**src/irq_bank_pkg.sv**
```systemverilog
// Constants and carrier types for the peripheral interrupt enable/flag bank
package irq_bank_pkg;

	localparam int ADDR_W = 8;
	localparam int DATA_W = 32;
	localparam int SRC_N  = 8;

	// Register byte addresses on the bus
	localparam logic [ADDR_W-1:0] OFF_CORE_CTRL = 8'h88;
	localparam logic [ADDR_W-1:0] OFF_ENABLE    = 8'h8c;
	localparam logic [ADDR_W-1:0] OFF_FLAGS     = 8'h90;

	// Reset values
	localparam logic [SRC_N-1:0] RST_CORE_CTRL = 8'h00;
	localparam logic [SRC_N-1:0] RST_ENABLE    = 8'h00;
	localparam logic [SRC_N-1:0] RST_FLAGS     = 8'h00;

	// Core interrupt control bit positions
	localparam int BIT_GLOBAL_EN = 7;
	localparam int BIT_GROUP_EN  = 6;

	// Source bit positions, shared by enable and flag registers
	localparam int BIT_PAR_SLAVE = 7;
	localparam int BIT_ADC_DONE  = 6;
	localparam int BIT_SER_RX    = 5;
	localparam int BIT_SER_TX    = 4;
	localparam int BIT_SYNC_SER  = 3;
	localparam int BIT_CAPCOMP   = 2;
	localparam int BIT_TMR2      = 1;
	localparam int BIT_TMR1      = 0;

	// Flags latched by events; the others mirror a buffer level
	localparam logic [SRC_N-1:0] LATCHED_MASK = 8'hcf;
	localparam logic [SRC_N-1:0] CORE_CTRL_MASK = 8'hc0;

	typedef struct packed {
		logic              cyc;
		logic              stb;
		logic              we;
		logic [ADDR_W-1:0] adr;
		logic [3:0]        sel;
		logic [DATA_W-1:0] dat;
	} wb_req_s;

	typedef struct packed {
		logic              ack;
		logic [DATA_W-1:0] dat;
	} wb_rsp_s;

endpackage

```
**src/irq_flag_cell.sv**
```systemverilog
// One sticky interrupt flag: set by an event, cleared by software, set wins
`timescale 1ns/10ps
`default_nettype none
module irq_flag_cell
(
	input  wire logic i_core_clk,
	input  wire logic i_rst_n,
	input  wire logic i_set,
	input  wire logic i_clr,
	output logic      o_flag
);

	logic flag_r;
	logic flag_nxt;

	always_comb
	begin
		flag_nxt = i_set | (flag_r & ~i_clr);
	end

	always_ff @(posedge i_core_clk or negedge i_rst_n)
	begin
		if (!i_rst_n)
			flag_r <= 1'b0;
		else
			flag_r <= flag_nxt;
	end

	assign o_flag = flag_r;

endmodule
`default_nettype wire

```
**src/periph_irq_bank.sv**
```systemverilog
// Peripheral interrupt enable and flag bank with a classic Wishbone slave
//
// Register access over Wishbone was decided locally.
`timescale 1ns/10ps
`default_nettype none
module periph_irq_bank
#(
	parameter int HAS_PAR_SLAVE = 1
)
(
	input  wire logic                                 i_core_clk,
	input  wire logic                                 i_rst_n,
	input  wire irq_bank_pkg::wb_req_s                i_wb,
	output irq_bank_pkg::wb_rsp_s                     o_wb,
	input  wire logic [irq_bank_pkg::SRC_N-1:0]       i_src_evt,
	input  wire logic                                 i_rx_buf_full,
	input  wire logic                                 i_tx_buf_empty,
	output logic                                      o_periph_irq
);
	import irq_bank_pkg::*;

	// Elaboration checks on the parameter and the package constants
	generate
		if (HAS_PAR_SLAVE != 0 && HAS_PAR_SLAVE != 1)
		begin : g_chk
			$error("HAS_PAR_SLAVE must be 0 or 1");
		end
		if (SRC_N != 8)
		begin : g_chk_width
			$error("The bank serves exactly eight sources");
		end
		if (DATA_W < SRC_N)
		begin : g_chk_data
			$error("Bus data is narrower than one register");
		end
		if (ADDR_W < 8)
		begin : g_chk_addr
			$error("Bus address too narrow for the register map");
		end
		if (OFF_CORE_CTRL == OFF_ENABLE || OFF_CORE_CTRL == OFF_FLAGS
			|| OFF_ENABLE == OFF_FLAGS)
		begin : g_chk_map
			$error("Register offsets overlap");
		end
		if (LATCHED_MASK[BIT_SER_RX] || LATCHED_MASK[BIT_SER_TX])
		begin : g_chk_mirror
			$error("Buffer-level flags must not be latched");
		end
		if (CORE_CTRL_MASK != ((8'h01 << BIT_GLOBAL_EN) | (8'h01 << BIT_GROUP_EN)))
		begin : g_chk_ctrl
			$error("Core control mask must hold only the two enables");
		end
	endgenerate

	// Reset release through two flip-flops
	logic rst_meta_r;
	logic rst_meta_nxt;
	logic rst_sync_r;
	logic rst_sync_nxt;
	logic rst_n;

	always_comb
	begin
		rst_meta_nxt = 1'b1;
		rst_sync_nxt = rst_meta_r;
	end

	always_ff @(posedge i_core_clk or negedge i_rst_n)
	begin
		if (!i_rst_n)
		begin
			rst_meta_r <= 1'b0;
			rst_sync_r <= 1'b0;
		end
		else
		begin
			rst_meta_r <= rst_meta_nxt;
			rst_sync_r <= rst_sync_nxt;
		end
	end

	assign rst_n = rst_sync_r;

	// Bus decode
	logic              req;
	logic              wr_commit;
	logic              hit_core;
	logic              hit_enable;
	logic              hit_flags;
	logic [SRC_N-1:0]  wr_byte;

	logic              ack_r;
	logic              ack_nxt;
	logic [DATA_W-1:0] rdat_r;
	logic [DATA_W-1:0] rdat_nxt;
	logic [SRC_N-1:0]  core_ctrl_r;
	logic [SRC_N-1:0]  core_ctrl_nxt;
	logic [SRC_N-1:0]  enable_r;
	logic [SRC_N-1:0]  enable_nxt;

	logic [SRC_N-1:0]  latched;
	logic [SRC_N-1:0]  flag_view;
	logic [SRC_N-1:0]  evt_set;
	logic [SRC_N-1:0]  flag_clr;
	logic [SRC_N-1:0]  pending;

	assign req        = i_wb.cyc & i_wb.stb;
	assign wr_commit  = req & i_wb.we & ack_r & i_wb.sel[0];
	assign hit_core   = (i_wb.adr == OFF_CORE_CTRL);
	assign hit_enable = (i_wb.adr == OFF_ENABLE);
	assign hit_flags  = (i_wb.adr == OFF_FLAGS);
	assign wr_byte    = i_wb.dat[SRC_N-1:0];

	// Register writes take effect at the edge that samples ack high
	always_comb
	begin
		core_ctrl_nxt = core_ctrl_r;
		enable_nxt    = enable_r;
		if (wr_commit && hit_core)
			core_ctrl_nxt = wr_byte & CORE_CTRL_MASK;
		if (wr_commit && hit_enable)
			enable_nxt = wr_byte;
	end

	always_ff @(posedge i_core_clk or negedge rst_n)
	begin
		if (!rst_n)
		begin
			core_ctrl_r <= RST_CORE_CTRL;
			enable_r    <= RST_ENABLE;
		end
		else
		begin
			core_ctrl_r <= core_ctrl_nxt;
			enable_r    <= enable_nxt;
		end
	end

	// Latched flags: event sets, write of one clears, set wins
	always_comb
	begin
		evt_set  = i_src_evt & LATCHED_MASK;
		if (HAS_PAR_SLAVE == 0)
			evt_set[BIT_PAR_SLAVE] = 1'b0;
		flag_clr = (wr_commit && hit_flags) ? (wr_byte & LATCHED_MASK) : '0;
	end

	genvar gi;
	generate
		for (gi = 0; gi < SRC_N; gi++)
		begin : g_flag
			if (LATCHED_MASK[gi])
			begin : g_latched
				irq_flag_cell u_cell
				(
					.i_core_clk (i_core_clk),
					.i_rst_n    (rst_n),
					.i_set      (evt_set[gi]),
					.i_clr      (flag_clr[gi]),
					.o_flag     (latched[gi])
				);
			end
			else
			begin : g_level
				assign latched[gi] = 1'b0;
			end
		end
	endgenerate

	// Read-only flags mirror buffer state
	always_comb
	begin
		flag_view              = latched;
		flag_view[BIT_SER_RX]  = i_rx_buf_full;
		flag_view[BIT_SER_TX]  = i_tx_buf_empty;
	end

	// Ack one cycle after request; unmapped reads return zero
	always_comb
	begin
		ack_nxt  = req & ~ack_r;
		rdat_nxt = rdat_r;
		if (ack_nxt)
		begin
			rdat_nxt = '0;
			if (hit_core)
				rdat_nxt[SRC_N-1:0] = core_ctrl_r;
			else if (hit_enable)
				rdat_nxt[SRC_N-1:0] = enable_r;
			else if (hit_flags)
				rdat_nxt[SRC_N-1:0] = flag_view;
		end
	end

	always_ff @(posedge i_core_clk or negedge rst_n)
	begin
		if (!rst_n)
		begin
			ack_r  <= 1'b0;
			rdat_r <= '0;
		end
		else
		begin
			ack_r  <= ack_nxt;
			rdat_r <= rdat_nxt;
		end
	end

	assign o_wb.ack = ack_r;
	assign o_wb.dat = rdat_r;

	// Peripheral request to the CPU
	always_comb
	begin
		pending      = flag_view & enable_r;
		o_periph_irq = (|pending)
			& core_ctrl_r[BIT_GROUP_EN]
			& core_ctrl_r[BIT_GLOBAL_EN];
	end

endmodule
`default_nettype wire

```
**config.mk**
```make
export PLATFORM = sky130hd
export DESIGN_NAME = periph_irq_bank
export DESIGN_NICKNAME = d
export VERILOG_FILES = /design/src/irq_bank_pkg.sv /design/src/irq_flag_cell.sv /design/src/periph_irq_bank.sv
export SDC_FILE = /design/constraint.sdc
export NUM_CORES = 1
export LEC_CHECK = 0
export BUFFER_PORTS_ARGS = -buffer_cell sky130_fd_sc_hd__buf_2
export CAP_MARGIN = 30
export CORE_MARGIN = 2
export CORE_UTILIZATION = 35
export CTS_CLUSTER_SIZE = 40
export DETAILED_ROUTE_END_ITERATION = 8
export PLACE_DENSITY = 0.78
export REMOVE_ABC_BUFFERS = 1
export SETUP_SLACK_MARGIN = 0.2
export SLEW_MARGIN = 5
export SYNTH_ARGS = -nofsm -noshare
export SYNTH_HDL_FRONTEND = slang
export SYNTH_SLANG_ARGS = --single-unit
```
**constraint.sdc**
```tcl
create_clock -name i_core_clk -period 1.5 [get_ports i_core_clk]
set_input_delay 0.3 -clock i_core_clk [delete_from_list [all_inputs] [get_ports i_core_clk]]
set_output_delay 0.3 -clock i_core_clk [all_outputs]
set_load 0.05 [all_outputs]
```
==> results.toml <==
[synthesis]
synth_top_area_share_pct = 46.83
synthArstFlopShare_pct = 100.0
syn_avg_cell_area_sq_um = 10.69
yosys-top-cells-area = "dfrtp_1, buf_4, mux2_2, a221oi_1, a22oi_1"
ys.flop_type = "dfrtp_1"
ys_seq_area_share_pct = 46.83
ys_ff_latch = 27
syn-cell-area_sq_um = 1443
ys_types = 28
yosys_warnings = 0
synth_cells = 135
synth_top_cell_by_area = "dfrtp_1"
synth_edf_count = 0

[clock_network]
clk_pin_slew_ns = 0.10
cts_tree = "built"
cts_sinks = 27
h-tree-depth = 1
cts_buffers = 3
clkLatencyLatePin_ns = 0.28
clk_path_buf_depth = 2
cts-root-buf = "clkbuf_8"

[setup_path]
r2r_slack_ns = 0.02
critPathCaptureType = "output port"
path_class = "register to output port"
arrival_ns = 1.24
path_max_fanout = 3
cp-start-kind = "register"
critPathRequiredTime_ns = 1.20

[final_layout]
drive_gt1_share_pct = 48.70
diodes = 0
finalNonFillerCells = 243
seqCellArea_sq_um = 675.6
layout_commonest_cell = "buf_2"
final_nets = 253
multi_input_comb_area_sq_um = 823.3
nFillCells = 358
final_cell_mix = "buf_2, dfrtp_1, conb_1, buf_4, nor2_1"
area_delta_synth_final_pct = 40.24

[global_route]
antenna_found_initial = 0
grt_max_degree = 26
grt-ovfl-total = 0
grt_pass1_wl_um = 5395
grt_pass1_vias = 1101
grt_usage_pct = 15.93

[power]
ir_worst_vdd_mv = 0.8482
power.density_nw_per_um2 = 801.8
leakage_nw = 0.9741

[routing]
vias = 1159
wl_um = 3511
drc = 0
drtIter0Drc = 49
wl_per_cell_um = 14.45
vias_per_cell = 4.770
drtPass1Iterations = 4
ant_nets = 0

[floorplan]
core_sq_um = 3971
rows = 23
io_pins = 93
dieWidth_um = 68.20
die_h_um = 68.20
floorplan.initialDensity_pct = 36.33
die_area_sq_um = 4651

[sta]
setup_ws_ns = -0.03969
finalCritPeriodShare_pct = 102.6
skew_ns = 0.008091
slew_viol_final = 0
rsz0062_at_grt = "yes"
fin_crit_ns = 1.540
hold_viol_final = 0
finalSetupViolCount = 1
fmax_mhz = 649.5
finalSetupTns_ns = -0.03969

[outcome]
failed_checks = "negative setup slack"
status = "finished, violations left"

[placed_design]
hpwl_um = 2310
place.gp.congestion = 0.7463
port_buffers = 39
dp.cells = 230

[hold_path]
min_path_type = "primary input to register"

[flow_run]
drv_cap = 0
-- layer usage --
metal	vias up	GRT usage [%]	wire length (um)
li1	562	-	-
met1	552	22.18	1554
met2	39	25.00	1723
met3	6	3.454	188
met4	0	4.500	45
met5	-	0	0
-- cell usage after synthesis, types with 2 or more instances --
master and count:
dfrtp_1 27, nor3_1 6, nand2_1 3, nand4_1 2, nor3b_1 2, mux2_2 12
o41ai_1 2, inv_1 6, a31oi_1 6, clkbuf_1 3, nor2_1 12, a22oi_1 6
a221oi_1 6, nand4b_1 3, buf_4 25, conb_1 2
-- sequential cells by signal, indices dropped and copies added (netlist names) --
name and cells:
enable_r 8, rdat_r 8, g_flag.g_latched.u_cell.o_flag 6, core_ctrl_r 2, ack_r 1, rst_meta_r 1, rst_n 1
-- path summary, 6_finish.rpt --
kind / startpoint / cells past startpoint / end
worst max-delay path: enable_r[2] / 3 / o_periph_irq
worst min-delay path: i_wb[2] / 2 / g_flag[2].g_latched.u_cell.o_flag
max in group asynchronous: rst_n / 1 / ack_r
worst max register to register: ack_r / 4 / enable_r[5]
min in group asynchronous: rst_n / 1 / g_flag[1].g_latched.u_cell.o_flag
worst min register to register: rst_n / 1 / g_flag[1].g_latched.u_cell.o_flag
-- final cells by class --
cell class	instances	area share (%)
Sequential cell	27	33.40
Timing Repair Buffer	60	19.05
Multi-Input combinational cell	95	40.69
Tap cell	50	3.092
Clock buffer	3	2.041
Inverter	7	1.299
Clock inverter	1	0.4329
-- power breakdown --
group / switching (mW) / internal, mW
Sequential: 0.0128 / 0.753
Combinational: 0.326 / 0.101
Clock: 0.233 / 0.195
Total: 0.572 / 1.05
-- stage by stage --
stage          worst slack (ns)  util, %  hold slack, ns  area [sq um]  power, mW
2_1_floorplan           -0.4372        -        0.004409          1325      1.057
3_3_place_gp            -0.4322    42.12         0.08686          1673      1.168
3_5_place_dp            -0.4497    42.12         0.08730          1673      1.171
4_1_cts                -0.01705    48.74          0.2157          1936      1.614
5_1_grt                 -0.1165    50.95          0.2025          2023      1.692
6_report               -0.03969    50.95          0.2159          2023      1.622
-- logic make-up (layout without fill, tap and decap cells) --
family,Yosys count,in the layout,synth area share [%]
AND/OR/NAND/NOR,36,36,15.53
AO/OA/AOI/OAI,22,22,11.80
buffers and inverters,36,71,15.96
flip-flops,27,27,46.83
other,2,25,0.5206
multiplexers,12,12,9.367
-- repair_timing --
| action | 4_1_cts | 5_1_grt |
|---|---|---|
| endpoints found under the setup margin | 25 | 25 |
| buffers inserted | 8 | 0 |
| endpoints found under the hold margin | 2 | 0 |
| pin swaps | 20 | 4 |
| resized for setup | 29 | 10 |
| hold buffers | 1 | 0 |
-- critical path, cell delays in order (launching register included) --
cell     delay [ns]
dfrtp_1        0.44
a22oi_2        0.17
a41oi_2        0.16
buf_6          0.19
(Power assumes the default switching activity.)
